===== config.mk =====
export PLATFORM = sky130hd
export DESIGN_NAME = pesb_status_bank
export DESIGN_NICKNAME = d
export VERILOG_FILES = /design/src/rtl/pesb_pkg.sv /design/src/rtl/pesb_pin_match.sv /design/src/rtl/pesb_read_mux.sv /design/src/rtl/pesb_status_bank.sv
export SDC_FILE = /design/constraint.sdc
export NUM_CORES = 1
export LEC_CHECK = 0
export ABC_AREA = 1
export BUFFER_PORTS_ARGS = -buffer_cell sky130_fd_sc_hd__clkbuf_2
export CAP_MARGIN = 20
export CORE_MARGIN = 1.5
export CORE_UTILIZATION = 59
export CTS_CLUSTER_SIZE = 40
export DETAILED_ROUTE_END_ITERATION = 7
export PLACE_DENSITY = 0.83
export SLEW_MARGIN = 5
export SYNTH_ARGS = -nofsm -noshare
export SYNTH_HDL_FRONTEND = slang
export SYNTH_HIERARCHICAL = 1
export SYNTH_SLANG_ARGS = --single-unit

===== constraint.sdc =====
create_clock -name clock -period 2.05 [get_ports clock]
set_input_delay 0.1025 -clock clock [delete_from_list [all_inputs] [get_ports clock]]
set_output_delay 0.1025 -clock clock [all_outputs]
set_load 0.01 [all_outputs]

===== src/rtl/pesb_pkg.sv =====
// Package for the pin event status bank: locations, field positions,
// mode codes, command carrier and summary layout.
// Assumes one clock domain and byte-wide scratch-pad locations.

package pesb_pkg;

   // ---------------------------------------------------------------
   // Sizes
   // ---------------------------------------------------------------
   localparam int PIN_COUNT   = 32;
   localparam int GROUP_PINS  = 16;
   localparam int LOC_COUNT   = 9;

   // ---------------------------------------------------------------
   // Scratch-pad locations
   // ---------------------------------------------------------------
   localparam logic [7:0] LOC_PROGRAM_SLOT_SELECT     = 8'h7F;
   localparam logic [7:0] LOC_MAIN_LOW_TRIGGER_FLAGS  = 8'h80;
   localparam logic [7:0] LOC_MAIN_HIGH_TRIGGER_FLAGS = 8'h81;
   localparam logic [7:0] LOC_AUX_LOW_TRIGGER_FLAGS   = 8'h82;
   localparam logic [7:0] LOC_AUX_HIGH_TRIGGER_FLAGS  = 8'h83;
   localparam logic [7:0] LOC_EVENT_MODE_VALUE        = 8'h84;
   localparam logic [7:0] LOC_JUMP_TARGET_SLOT        = 8'h85;
   localparam logic [7:0] LOC_IO_GROUP_SELECT         = 8'h86;
   localparam logic [7:0] LOC_MONITOR_SUMMARY_STATUS  = 8'h87;

   // ---------------------------------------------------------------
   // Field positions and reset values
   // ---------------------------------------------------------------
   localparam int SLOT_ACTIVE_LSB = 0;
   localparam int SLOT_RW_LSB     = 4;
   localparam logic [7:0]  RST_BYTE  = 8'h00;
   localparam logic [3:0]  RST_MODE  = 4'h0;
   localparam logic [2:0]  RST_JUMP  = 3'h0;
   localparam logic [3:0]  RST_SLOT  = 4'h0;
   localparam logic [31:0] RST_PINS  = 32'h0000_0000;

   // ---------------------------------------------------------------
   // Mode codes (low three bits; bit 3 selects latched outputs)
   // ---------------------------------------------------------------
   localparam logic [2:0] MODE_OFF_CLEAR  = 3'h0;
   localparam logic [2:0] MODE_OFF_KEEP   = 3'h1;
   localparam logic [2:0] MODE_OUT_ONLY   = 3'h2;
   localparam logic [2:0] MODE_JUMP_ONLY  = 3'h3;
   localparam logic [2:0] MODE_OUT_JUMP   = 3'h4;
   localparam logic [2:0] MODE_CLR_INPUT  = 3'h5;
   localparam logic [2:0] MODE_CLR_OUTPUT = 3'h6;
   localparam logic [2:0] MODE_CLR_BOTH   = 3'h7;
   localparam int         MODE_LATCH_BIT  = 3;

   // ---------------------------------------------------------------
   // Commands from the interpreter
   // ---------------------------------------------------------------
   typedef enum logic [2:0] {
      CMD_NONE,
      CMD_EVENT_MODE,
      CMD_EVENT_JUMP,
      CMD_WATCHED_INPUT,
      CMD_WATCHED_OUTPUT,
      CMD_EVENT_WAIT
   } pesb_cmd_e;

   // arg[4:0] pin (bit 4 = auxiliary group), arg[5] level; mode in arg[3:0]
   typedef struct packed {
      pesb_cmd_e  kind;
      logic [5:0] arg;
   } pesb_cmd_s;

   typedef struct packed {
      logic monitorActive;
      logic waitEvent;
      logic outputLatched;
      logic inputTriggered;
      logic latchMode;
      logic jumpEnabled;
      logic inputDefined;
      logic outputEnabled;
   } pesb_summary_s;

endpackage


===== src/rtl/pesb_pin_match.sv =====
// Per-pin trigger match of watched inputs against their wanted level.
// Assumes pin levels are synchronous to the clock.

`timescale 1ns/1ps

module pesb_pin_match
   import pesb_pkg::*;
#(
   parameter int PINS = PIN_COUNT
) (
   // Pin levels and watch configuration
   input  wire logic [PINS-1:0] pinLevel,
   input  wire logic [PINS-1:0] watchEnable,
   input  wire logic [PINS-1:0] watchLevel,
   // Match result
   output      logic [PINS-1:0] hit,
   output      logic            anyHit
);

   // ---------------------------------------------------------------
   // Match per pin
   // ---------------------------------------------------------------
   genvar g;
   generate
      for (g = 0; g < PINS; g++) begin : gMatch
         assign hit[g] = watchEnable[g] & (pinLevel[g] == watchLevel[g]);
      end
   endgenerate

   assign anyHit = |hit;

endmodule // pesb_pin_match


===== src/rtl/pesb_read_mux.sv =====
// Read port of the status locations: decode and registered data.
// Assumes one read request per cycle; unmapped locations read as zero.

`timescale 1ns/1ps

module pesb_read_mux
   import pesb_pkg::*;
(
   // Clock and reset
   input  wire logic                      clock,
   input  wire logic                      nrst,
   // Location contents, index 0 is the lowest location
   input  wire logic [LOC_COUNT-1:0][7:0] bank,
   // Read request and answer
   input  wire logic                      rdEn,
   input  wire logic [7:0]                rdAddr,
   output      logic [7:0]                rdData,
   output      logic                      rdValid
);

   logic [7:0] index;
   logic       mapped;

   assign index  = rdAddr - LOC_PROGRAM_SLOT_SELECT;
   assign mapped = (rdAddr >= LOC_PROGRAM_SLOT_SELECT) &&
                   (rdAddr <= LOC_MONITOR_SUMMARY_STATUS);

   // ---------------------------------------------------------------
   // Registered answer
   // ---------------------------------------------------------------
   always_ff @(posedge clock or negedge nrst) begin
      if (!nrst) begin
         rdData  <= RST_BYTE;
         rdValid <= 1'b0;
      end else begin
         rdValid <= rdEn;
         if (rdEn) begin
            rdData <= mapped ? bank[index[3:0]] : RST_BYTE;
         end
      end
   end

endmodule // pesb_read_mux


===== src/rtl/pesb_status_bank.sv =====
// Pin event monitor with its scratch-pad status locations 127 to 135.
// Assumes the interpreter issues one command per cycle and pulses
// instrBoundary once between instructions.

`timescale 1ns/1ps

module pesb_status_bank
   import pesb_pkg::*;
(
   // Clock and reset
   input  wire logic                 clock,
   input  wire logic                 nrst,
   // Interpreter state
   input  wire logic                 instrBoundary,
   input  wire logic [3:0]           activeSlot,
   input  wire logic                 auxGroupSelected,
   // Interpreter commands
   input  wire pesb_cmd_s            cmd,
   // Scratch-pad write and read
   input  wire logic                 wrEn,
   input  wire logic [7:0]           wrAddr,
   input  wire logic [7:0]           wrData,
   input  wire logic                 rdEn,
   input  wire logic [7:0]           rdAddr,
   output      logic [7:0]           rdData,
   output      logic                 rdValid,
   // Pins
   input  wire logic [PIN_COUNT-1:0] pinIn,
   output      logic [PIN_COUNT-1:0] pinOut,
   output      logic [PIN_COUNT-1:0] pinOe,
   // Reactions
   output      logic                 jumpReq,
   output      logic [2:0]           jumpSlot,
   output      logic                 waitStall
);

   // ---------------------------------------------------------------
   // State
   // ---------------------------------------------------------------
   logic [3:0]           modeValue;
   logic [2:0]           jumpTarget;
   logic [3:0]           rwSlot;
   logic [PIN_COUNT-1:0] inEnable;
   logic [PIN_COUNT-1:0] inLevel;
   logic [PIN_COUNT-1:0] outEnable;
   logic [PIN_COUNT-1:0] outState;
   logic [PIN_COUNT-1:0] trigFlags;
   logic                 waitEvent;
   logic                 outLatched;
   logic                 waitArmed;

   // ---------------------------------------------------------------
   // Decode of the mode value
   // ---------------------------------------------------------------
   logic [2:0] modeLow;
   logic       monitorActive;
   logic       outReact;
   logic       jumpReact;
   logic       latchMode;

   assign modeLow = modeValue[2:0];

   always_comb begin
      monitorActive = 1'b0;
      outReact      = 1'b0;
      jumpReact     = 1'b0;
      case (modeLow)
         MODE_OUT_ONLY: begin
            monitorActive = 1'b1;
            outReact      = 1'b1;
         end
         MODE_JUMP_ONLY: begin
            monitorActive = 1'b1;
            jumpReact     = 1'b1;
         end
         MODE_OUT_JUMP: begin
            monitorActive = 1'b1;
            outReact      = 1'b1;
            jumpReact     = 1'b1;
         end
         default: begin
            monitorActive = 1'b0;
         end
      endcase
   end

   assign latchMode = modeValue[MODE_LATCH_BIT];

   // ---------------------------------------------------------------
   // Decode of the command in flight
   // ---------------------------------------------------------------
   logic       modeCmd;
   logic [3:0] cmdMode;
   logic       cmdIsClear;
   logic       clearInputs;
   logic       clearOutputs;
   logic       inputCmd;
   logic       outputCmd;
   logic [4:0] cmdPin;
   logic       cmdLevel;

   assign modeCmd    = (cmd.kind == CMD_EVENT_MODE);
   assign cmdMode    = cmd.arg[3:0];
   assign cmdIsClear = (cmdMode[2:0] == MODE_CLR_INPUT) ||
                       (cmdMode[2:0] == MODE_CLR_OUTPUT) ||
                       (cmdMode[2:0] == MODE_CLR_BOTH);
   assign clearInputs  = modeCmd && ((cmdMode[2:0] == MODE_OFF_CLEAR) ||
                                     (cmdMode[2:0] == MODE_CLR_INPUT) ||
                                     (cmdMode[2:0] == MODE_CLR_BOTH));
   assign clearOutputs = modeCmd && ((cmdMode[2:0] == MODE_OFF_CLEAR) ||
                                     (cmdMode[2:0] == MODE_CLR_OUTPUT) ||
                                     (cmdMode[2:0] == MODE_CLR_BOTH));
   assign inputCmd  = (cmd.kind == CMD_WATCHED_INPUT);
   assign outputCmd = (cmd.kind == CMD_WATCHED_OUTPUT);
   assign cmdPin    = cmd.arg[4:0];
   assign cmdLevel  = cmd.arg[5];

   // ---------------------------------------------------------------
   // Input match at the instruction gap
   // ---------------------------------------------------------------
   logic [PIN_COUNT-1:0] hitVec;
   logic                 anyHit;
   logic                 sampleNow;
   logic                 jumpFire;
   logic                 outHold;

   pesb_pin_match #(
      .PINS        (PIN_COUNT)
   ) uMatch (
      .pinLevel    (pinIn),
      .watchEnable (inEnable),
      .watchLevel  (inLevel),
      .hit         (hitVec),
      .anyHit      (anyHit)
   );

   assign sampleNow = instrBoundary && monitorActive;
   assign jumpFire  = sampleNow && jumpReact && anyHit;
   assign outHold   = anyHit || (latchMode && outLatched);

   // ---------------------------------------------------------------
   // Mode value
   // ---------------------------------------------------------------
   always_ff @(posedge clock or negedge nrst) begin
      if (!nrst) begin
         modeValue <= RST_MODE;
      end else if (modeCmd && !cmdIsClear) begin
         modeValue <= cmdMode;
      end else if (jumpFire) begin
         if (modeLow == MODE_JUMP_ONLY) begin
            modeValue <= {modeValue[MODE_LATCH_BIT], MODE_OFF_KEEP};
         end else begin
            modeValue <= {modeValue[MODE_LATCH_BIT], MODE_OUT_ONLY};
         end
      end
   end

   // ---------------------------------------------------------------
   // Jump target and read/write slot
   // ---------------------------------------------------------------
   always_ff @(posedge clock or negedge nrst) begin
      if (!nrst) begin
         jumpTarget <= RST_JUMP;
      end else if (cmd.kind == CMD_EVENT_JUMP) begin
         jumpTarget <= cmd.arg[2:0];
      end
   end

   always_ff @(posedge clock or negedge nrst) begin
      if (!nrst) begin
         rwSlot <= RST_SLOT;
      end else if (wrEn && (wrAddr == LOC_PROGRAM_SLOT_SELECT)) begin
         rwSlot <= wrData[SLOT_RW_LSB +: 4];
      end
   end

   // ---------------------------------------------------------------
   // Watched input configuration
   // ---------------------------------------------------------------
   always_ff @(posedge clock or negedge nrst) begin
      if (!nrst) begin
         inEnable <= RST_PINS;
         inLevel  <= RST_PINS;
      end else if (clearInputs) begin
         inEnable <= RST_PINS;
         inLevel  <= RST_PINS;
      end else if (inputCmd) begin
         inEnable[cmdPin] <= 1'b1;
         inLevel[cmdPin]  <= cmdLevel;
      end
   end

   // ---------------------------------------------------------------
   // Watched output configuration
   // ---------------------------------------------------------------
   always_ff @(posedge clock or negedge nrst) begin
      if (!nrst) begin
         outEnable <= RST_PINS;
         outState  <= RST_PINS;
      end else if (clearOutputs) begin
         outEnable <= RST_PINS;
         outState  <= RST_PINS;
      end else if (outputCmd) begin
         outEnable[cmdPin] <= 1'b1;
         outState[cmdPin]  <= cmdLevel;
      end
   end

   // ---------------------------------------------------------------
   // Output pin drive, one flop pair per pin
   // ---------------------------------------------------------------
   genvar g;
   generate
      for (g = 0; g < PIN_COUNT; g++) begin : gDrive
         always_ff @(posedge clock or negedge nrst) begin
            if (!nrst) begin
               pinOut[g] <= 1'b0;
               pinOe[g]  <= 1'b0;
            end else if (outputCmd && (cmdPin == 5'(g))) begin
               pinOe[g]  <= 1'b1;
               pinOut[g] <= ~cmdLevel;
            end else if (sampleNow && outReact && outEnable[g]) begin
               pinOut[g] <= outHold ? outState[g] : ~outState[g];
            end
         end
      end
   endgenerate

   // ---------------------------------------------------------------
   // Trigger flags
   // ---------------------------------------------------------------
   always_ff @(posedge clock or negedge nrst) begin
      if (!nrst) begin
         trigFlags <= RST_PINS;
      end else if (sampleNow) begin
         if (latchMode) begin
            trigFlags <= (clearInputs ? RST_PINS : trigFlags) | hitVec;
         end else begin
            trigFlags <= hitVec;
         end
      end else if (clearInputs) begin
         trigFlags <= RST_PINS;
      end
   end

   // ---------------------------------------------------------------
   // Latch state and wait event
   // ---------------------------------------------------------------
   always_ff @(posedge clock or negedge nrst) begin
      if (!nrst) begin
         outLatched <= 1'b0;
      end else if (sampleNow && outReact && latchMode && anyHit) begin
         outLatched <= 1'b1;
      end else if (modeCmd && !cmdIsClear) begin
         outLatched <= 1'b0;
      end
   end

   always_ff @(posedge clock or negedge nrst) begin
      if (!nrst) begin
         waitEvent <= 1'b0;
      end else if (sampleNow && outReact && anyHit) begin
         waitEvent <= 1'b1;
      end else if (modeCmd) begin
         waitEvent <= 1'b0;
      end
   end

   always_ff @(posedge clock or negedge nrst) begin
      if (!nrst) begin
         waitArmed <= 1'b0;
      end else if (cmd.kind == CMD_EVENT_WAIT) begin
         waitArmed <= 1'b1;
      end else if ((sampleNow && outReact && anyHit) || modeCmd) begin
         waitArmed <= 1'b0;
      end
   end

   assign waitStall = waitArmed;

   // ---------------------------------------------------------------
   // Jump request
   // ---------------------------------------------------------------
   always_ff @(posedge clock or negedge nrst) begin
      if (!nrst) begin
         jumpReq  <= 1'b0;
         jumpSlot <= RST_JUMP;
      end else begin
         jumpReq <= jumpFire;
         if (jumpFire) begin
            jumpSlot <= jumpTarget;
         end
      end
   end

   // ---------------------------------------------------------------
   // Status locations
   // ---------------------------------------------------------------
   pesb_summary_s                 summary;
   logic [LOC_COUNT-1:0][7:0]     bank;

   always_comb begin
      summary.outputEnabled  = outReact;
      summary.inputDefined   = |inEnable;
      summary.jumpEnabled    = jumpReact;
      summary.latchMode      = latchMode;
      summary.inputTriggered = |trigFlags;
      summary.outputLatched  = outLatched;
      summary.waitEvent      = waitEvent;
      summary.monitorActive  = monitorActive;
   end

   assign bank[0] = {rwSlot, activeSlot};
   assign bank[1] = trigFlags[7:0];
   assign bank[2] = trigFlags[15:8];
   assign bank[3] = trigFlags[GROUP_PINS +: 8];
   assign bank[4] = trigFlags[GROUP_PINS+8 +: 8];
   assign bank[5] = {4'h0, modeValue};
   assign bank[6] = {5'h00, jumpTarget};
   assign bank[7] = {7'h00, auxGroupSelected};
   assign bank[8] = summary;

   pesb_read_mux uRead (
      .clock   (clock),
      .nrst    (nrst),
      .bank    (bank),
      .rdEn    (rdEn),
      .rdAddr  (rdAddr),
      .rdData  (rdData),
      .rdValid (rdValid)
   );

endmodule // pesb_status_bank


; Word level (Yosys, flattened, before mapping)
; Cells that the tools add are included.
[totals]
word_cells = 488
reg_bits = 251
input_bits = 75
[op_classes]
bitwise = 68
n_eq_ne = 75
addsub = 1
reduce_logical = 133
magnitude_cmp = 5
muxes = 126
[ops]
columns = op, n
row1 = two-way mux 32 bit, 11
row2 = two-way mux 1 bit, 106
row3 = OR 32 bit, 3
row4 = OR reduction 32 bit, 3
row5 = "== test 5 bit, second input constant", 16
row6 = logical AND 1 bit, 78
row7 = nonzero test 2 bit, 38
row8 = bitwise mux 32 bit, 2
row9 = "== test 5 x 4 -> 1 bit, second input constant", 8
row10 = NOT 1 bit, 33
row11 = bitwise AND 1 bit, 32
row12 = binary-select mux 8 bit (select 4 bit), 1
row13 = == test 1 bit, 32
row14 = "== test 5 x 3 -> 1 bit, second input constant", 4
row15 = "== test 3 bit, second input constant", 6
row16 = two-way mux 8 bit, 2
row17 = "== test 3 x 2 -> 1 bit, second input constant", 4
row18 = "== test 5 x 2 -> 1 bit, second input constant", 2
row19 = "== test 8 x 7 -> 1 bit, second input constant", 1
row20 = "greater-or-equal comparator 8 x 7 -> 1 bit, second input constant", 1
row21 = "less-or-equal comparator 8 bit, second input constant", 1
row22 = logical OR 1 bit, 8
row23 = two-way mux 4 bit, 2
row24 = "less-than comparator 5 x 6 -> 1 bit, second input constant", 1
row25 = 12 further kinds, 13

; Longest topological paths before layout
; Gate-level depths: netlist of run 1.
[logic_depth]
depth_word = 9
ltp_mapped = 16
depth_no_buf = 15

; Modules after synthesis
; Netlist of run 1, hierarchy kept.
[modules_own_cells]
columns = mod, cells_each, area_each_um2, instances
row1 = pesb_status_bank, 1319, 10938.0, 1
row2 = pesb_read_mux, 211, 1163.6, 1
row3 = pesb_pin_match, 223, 952.2, 1

; Worst setup path after synthesis of run 1
; OpenSTA, ideal clock, no wires.
[synth_path]
path_kind = reg-to-reg
startpoint = register inLevel[25]
endpoint = register pinOut[0]
setup_ns = 0.124
n_path_buf = 1
t_arrival_ns = 1.618
slack_ns = 0.308
stages_incl_launch_ff = 17
t_required_ns = 1.926
synth_period_minus_slack_ns = 1.742
cell_sequence = dfrtp_1 > inv_1 > nand2_1 > nand3_2 > nand2_2 > nor2_2 > nand2_1 > nor2_1 > nand2_1 > inv_1 > nand2_1 > buf_2 > xor2_1 > nand2_1 > nand2_1 > nand2_1 > nand2_1
[synth_between]
elab_chain_cells = 7
[synth_lines]
columns = element, line
row1 = start: declaration, pesb_status_bank.sv:44  ; logic [PIN_COUNT-1:0] inLevel;
row2 = start signal: indexed assignment, pesb_status_bank.sv:189  ; inLevel[cmdPin] <= cmdLevel;
row3 = == test 1 bit, pesb_pin_match.sv:26  ; assign hit[g] = watchEnable[g] & (pinLevel[g] == watchLevel[g]);
row4 = bitwise AND 1 bit, pesb_pin_match.sv:26
row5 = OR reduction 32 bit, pesb_pin_match.sv:30  ; assign anyHit = |hit;
row6 = via anyHit, pesb_status_bank.sv:122  ; logic anyHit;
row7 = logical OR 1 bit, pesb_status_bank.sv:139  ; assign outHold = anyHit || (latchMode && outLatched);
row8 = two-way mux 1 bit, pesb_status_bank.sv:223  ; pinOut[g] <= outHold ? outState[g] : ~outState[g];
row9 = two-way mux 1 bit, pesb_status_bank.sv:222  ; end else if (sampleNow && outReact && outEnable[g]) begin
row10 = two-way mux 1 bit, pesb_status_bank.sv:219  ; end else if (outputCmd && (cmdPin == 5'(g))) begin
row11 = end signal: indexed assignment, pesb_status_bank.sv:221  ; pinOut[g] <= ~cmdLevel;
row12 = end signal: indexed assignment, pesb_status_bank.sv:223
row13 = end: declaration, pesb_status_bank.sv:29  ; output logic [PIN_COUNT-1:0] pinOut,
; The timed path passes the listed nets, and every way through them passes these cells. The select of a mux whose other input is x is not followed.
; A chain may end at the register's enable or synchronous reset.

; Worst setup path after layout of run 1
[layout_path]
startpoint = register inLevel[22]
endpoint = register pinOut[5]
; The elaborated chain is that of the path after synthesis.

==> results of run 1 <==
[per-layer routing]
metal  global-route usage  vias to the layer above  share of wire
li1                     -                     5805              -
met1                0.413                     5724           0.42
met2                0.494                      475           0.47
met3               0.0437                       95          0.069
met4                0.112                        0          0.037
met5                    0                        -              0
[cell families after synthesis]
kind of cell             count (synthesis)  share of synthesized area
AND/OR/NAND/NOR                        915                      0.301
buffers and inverters                  339                      0.107
flip-flops                             251                      0.481
AO/OA/AOI/OAI                          213                     0.0865
XOR/XNOR                                33                     0.0236
adder cells (fa/ha/maj)                  1                   0.000958
other                                    1                   0.000287
[worst paths after layout]
path,startpoint,to,slack (ns),cells after the start
max,inLevel[22],pinOut[5],0.06,16
min,wrAddr[1],rwSlot[0],0.002,3
max reg2reg,inLevel[22],pinOut[5],0.06,16
min reg2reg,pinOe[25],pinOe[25],0.46,1
max in group asynchronous,nrst,inLevel[7],1.19,3
min in group asynchronous,nrst,trigFlags[24],0.14,2
[cells in the final DEF, fill, tap and decap left out, types with 21 or more instances in the layout]
cell / instances
nand2_1: 560
inv_1: 266
dfrtp_1: 251
clkbuf_2: 147
o21ai_0: 120
nor2_1: 119
nand3_1: 108
a21oi_1: 53
buf_4: 33
xor2_1: 32
or2_2: 32
clkbuf_16: 29
nand3_2: 29
nor3_1: 25
o211ai_1: 21
[per-stage QoR]
stage / setup TNS (ns) / hold WS [ns] / cells / util
floorplan: 0 / -0.193 / 1768 / -
global placement: 0 / 0.111 / 2174 / 0.654
detailed placement: -0.0330 / 0.112 / 2174 / 0.654
CTS: 0 / 0.00121 / 2232 / 0.700
global route: -0.0608 / 0.0468 / 2240 / 0.709
finish: 0 / 0.00191 / 2242 / 0.710
[critical path: stages, from the launching register on]
cell and delay [ns]:
dfrtp_1 0.39, inv_1 0.08, nand2_1 0.08, nand3_2 0.10, nand2_1 0.07, nor2_2 0.09
nand2_2 0.08, nor2_4 0.14, nand2_2 0.09, inv_4 0.09, nand2_8 0.10, clkbuf_16 0.21
xor2_1 0.14, nand2_1 0.06, nand2_1 0.06, nand2_1 0.06, nand2_1 0.05
[timing repair]
action,CTS,global route
endpoints found under the setup margin,32,37
gates resized for setup,4,23
endpoints found under the hold margin,73,0
gates cloned,1,2
setup buffers,0,6
hold buffers,9,0
pin swaps,1,16
[report_power, final]
group / switching [mW] / total (mW) / internal, mW
logic: 2.43 / 4.06 / 1.63
registers: 0.535 / 6.22 / 5.69
clock network: 1.94 / 4.81 / 2.87
[final cells by class]
| class | count | share of cell area |
|---|---|---|
| clock buffer | 45 | 0.0540 |
| inverter | 283 | 0.0693 |
| multi-input combinational | 1178 | 0.360 |
| sequential | 251 | 0.407 |
| clock inverter | 3 | 0.00259 |
| timing repair buffer | 200 | 0.0846 |
| antenna | 2 | 0.000324 |
| tap | 280 | 0.0227 |
[state kept, by name, summed over array words and instances (netlist names), 3 cells and up]
signal	cells
uRead/rdData	8
pinOut	32
inLevel	32
rwSlot	4
outState	32
trigFlags	32
inEnable	32
jumpTarget	3
pinOe	32
jumpSlot	3
outEnable	32
modeValue	4
[synthesized netlist by cell type]
library cell and number:
nor2_1 122, a21oi_1 53, xor2_1 32, or2_2 32
conb_1 1, nand3_1 122, nand2_1 564, and3_1 1
nor3_4 2, nor3_1 25, inv_4 2, o211ai_1 21
buf_6 6, buf_1 1, nor2_8 1, o21ai_0 120
nor4_1 16, nand3_2 15, clkbuf_1 16, o21ai_1 16
dfrtp_1 251, nand2_2 1, o21a_1 1, inv_1 267
nand4_1 3, nor2_2 8, buf_2 21, ha_1 1
nor2_4 3, clkbuf_2 1, buf_4 11, xor2_4 1
clkinv_1 1, inv_2 13, o21ai_2 2
==> run_results.csv, run 1 <==
group,metric,value,unit
routing,viasPerCell,5.40,
timing,worst_pin_slew,0.572,ns
timing,finalCritPeriodShare,0.972,
timing,max_freq,502,MHz
flow_run,maxCapViolCount,0,
outcome,outcome,"complete, no violations",
timing,slew_violations,0,
layout,filler_cell_count,1634,
logic_synthesis,syn_area_per_cell,7.45,um^2
power,ir_drop,811,uV
clocking,clk_latency,0.53,ns
power,total_power,15.1,mW
setup_path,cp.arrival,2.41,ns
clocking,htreeDepth,1,
layout,synthToLayoutAreaGrowth,18.3,%
clocking,clock-sinks,251,
die,io_pins,153,
timing,max_slew_margin,0.619,
place,dp_hpwl,23400,um
place,preCtsSetupSlack,-0.0151,ns
routing,vias,12099,
die,die_x,152,um
place,portBuffers,148,
layout,final_area,15400,um^2
setup_path,critPathKind,"reg -> reg",
clocking,cts_root_buf,"clkbuf_16",
global_routing,grt_pass1_wl,55200,um
place,place_area,14200,um^2
logic_synthesis,synth_top_cell_area_share,0.481,
power,p_leak,8.93,nW
logic_synthesis,synth_seq_area_share,0.481,
logic_synthesis,ys_seq_elements,251,
setup_path,cp.required,2.46,ns
global_routing,overflow,0,
clocking,cts_buffers,27,
setup_path,crit_fanout,8,
logic_synthesis,syn_inst,1753,
global_routing,grt_max_degree,79,
routing,drt.antenna.violating_nets,0,
logic_synthesis,synth_top_cell_by_area,"dfrtp_1",
routing,drt_iter0_drc,1113,
die,start_util,0.600,
layout,multi_input_area,5550,um^2
logic_synthesis,syn-cell-area,13100,um^2
layout,seq_area,6280,um^2
timing,hold_violations,0,
routing,wl_per_cell,15.6,um
routing,drtPass1Iterations,6,
timing,skew,0.0134,ns
clocking,clk_pin_slew,0.06,ns
global_routing,grt_pass1_vias,11332,
logic_synthesis,ys_types,35,
timing,period_minus_slack,1.99,ns
setup_path,cp-start-kind,"register",
hold_path,hp-class,"in -> reg",
routing,detail_route.wirelength,34900,um
setup_path,critPathCaptureType,"register",
die,die_y,152,um
clocking,cts_tree,"built",
layout,drive_gt1_frac,0.169,
logic_synthesis,ys_warn_count,6,
place,gp_congestion,0.934,
global_routing,antenna_found_initial,1,
routing,drc,0,
die,num_rows,54,
timing,setup_slack,0.0569,ns
timing,setup_viol,0,
clocking,cts_buffer_depth,3,
die,die_area,23000,um^2
die,core,21800,um^2
power,powerDensity,977,nW/um^2
layout,nets,2017,
global_routing,grt_usage,0.303,
logic_synthesis,synth_area_leaders,"dfrtp_1, nand2_1, inv_1",
Power figures use the tool's default switching activity.
==> inputs of run 2 (changes only) <==
Settings changed: CORE_UTILIZATION 59 to 60, CTS_BUF_LIST from default to sky130_fd_sc_hd__clkbuf_4, PLACE_DENSITY 0.83 to 0.84.
==> run_results.csv, run 2 (synthesis gave the netlist of run 1 again) <==
group,metric,value,unit
timing,skew,0.0469,ns
clocking,htreeDepth,3,
die,start_util,0.617,
setup_path,cp-start-kind,"register",
die,die_x,151,um
timing,worst_pin_slew,0.617,ns
layout,nets,2111,
setup_path,cp.required,2.63,ns
die,core,21200,um^2
power,total_power,15.0,mW
timing,hold_violations,18,
clocking,cts_buffers,67,
setup_path,cp.arrival,2.67,ns
place,dp_hpwl,24200,um
layout,final_util,0.755,
layout,layout_commonest_cell,"nand2_1",
place,preCtsSetupSlack,-0.0376,ns
outcome,violations,"negative hold slack, negative setup slack",
clocking,clk_latency,0.69,ns
layout,drive_gt1_frac,0.192,
timing,setup_slack,-0.0486,ns
place,portBuffers,148,
die,die_area,22700,um^2
routing,drc,0,
outcome,outcome,"complete, but fails checks",
global_routing,grt_pass1_vias,12392,
power,p_leak,9.23,nW
timing,max_freq,477,MHz
flow_run,maxCapViolCount,0,
clocking,cts_buffer_depth,3,
timing,max_slew_margin,0.588,
routing,detail_route.wirelength,36900,um
global_routing,grt_max_degree,82,
routing,viasPerCell,5.43,
place,gp_congestion,0.919,
clocking,cts_tree,"built",
timing,rsz0062_at_grt,"true",
global_routing,antenna_found_initial,2,
power,ir_drop,694,uV
die,io_pins,153,
setup_path,reg2reg_slack,-0.05,ns
global_routing,grt_pass1_wl,58800,um
clocking,cts_root_buf,"clkbuf_4",
routing,wl_per_cell,15.7,um
global_routing,grt_usage,0.331,
die,num_rows,53,
setup_path,crit_fanout,8,
timing,final.setup.tns,-0.510,ns
routing,drtPass1Iterations,6,
global_routing,overflow,0,
routing,drt_iter0_drc,1173,
layout,synthToLayoutAreaGrowth,22.3,%
routing,drt.antenna.violating_nets,0,
clocking,clk_pin_slew,0.07,ns
hold_path,hp-class,"in -> async",
clocking,clock-sinks,251,
timing,finalCritPeriodShare,1.02,
timing,period_minus_slack,2.10,ns
timing,setup_viol,24,
timing,slew_violations,0,
setup_path,critPathKind,"reg -> reg",
routing,vias,12742,
setup_path,critPathCaptureType,"register",
layout,mostFrequentLayoutCells,"nand2_1, inv_1, dfrtp_1",
power,powerDensity,938,nW/um^2
timing,hold_ws,-0.0205,ns
die,die_y,151,um
==> run 2: path summary, 6_finish.rpt <==
check	startpoint	end	depth (start not counted)
hold / removal	nrst	rwSlot[1]	2
min in group clock	rdAddr[2]	uRead/rdData[3]	6
setup / recovery	inLevel[20]	pinOut[18]	16
max in group asynchronous	nrst	pinOut[27]	3
hold reg to reg	pinOe[23]	pinOe[23]	1
setup reg to reg	inLevel[20]	pinOut[18]	16
==> run 2: power by group <==
group / internal [mW] / leakage [nW] / switching, mW
Clock: 2.45 / 0.487 / 2.06
Sequential: 5.68 / 3.38 / 0.535
Combinational: 1.72 / 5.36 / 2.51
==> run 2: metrics by stage <==
stage               instance area [um^2]  hold slack [ns]  cells
floorplan                          13100           -0.193   1768
global placement                   14200            0.117   2167
detailed placement                 14200            0.122   2167
CTS                                15700          0.00197   2337
global route                       16000           0.0326   2347
finish                             16000          -0.0205   2348
==> run 2: what timing repair did <==
item / CTS / global route
endpoints found under the hold margin: 322 / 0
setup endpoints to repair: 32 / 38
gates cloned: 1 / 2
buffers inserted: 0 / 7
hold buffers: 64 / 0
pin swaps: 0 / 36
resized for setup: 4 / 27
==> run 2: critical path: stages, from the launching register on <==
cell,delay [ns]
dfrtp_1,0.41
inv_1,0.09
nand2_1,0.06
nand3_2,0.09
nand2_1,0.07
nor2_1,0.11
nand2_1,0.08
nor2_2,0.16
nand2_2,0.11
inv_4,0.10
nand2_8,0.09
buf_16,0.18
xor2_1,0.16
nand2_1,0.08
nand2_1,0.06
nand2_1,0.06
nand2_1,0.05
==> run 2: layer usage <==
metal	GRT usage	vias to the layer above	wire [um]
li1	-	6023	-
met1	0.423	5964	15000
met2	0.535	611	17300
met3	0.0612	144	2680
met4	0.178	0	1920
met5	0	-	0
==> run 2: area by class of cell <==
class	count	area (um^2)
diodes	2	5.00
clock buffers	93	698
clock inverters	12	136
fillers	1495	5190
inverters	283	1070
multi-input cells	1178	5580
flip-flops and latches	251	6280
well taps	275	344
repair buffers	254	1850
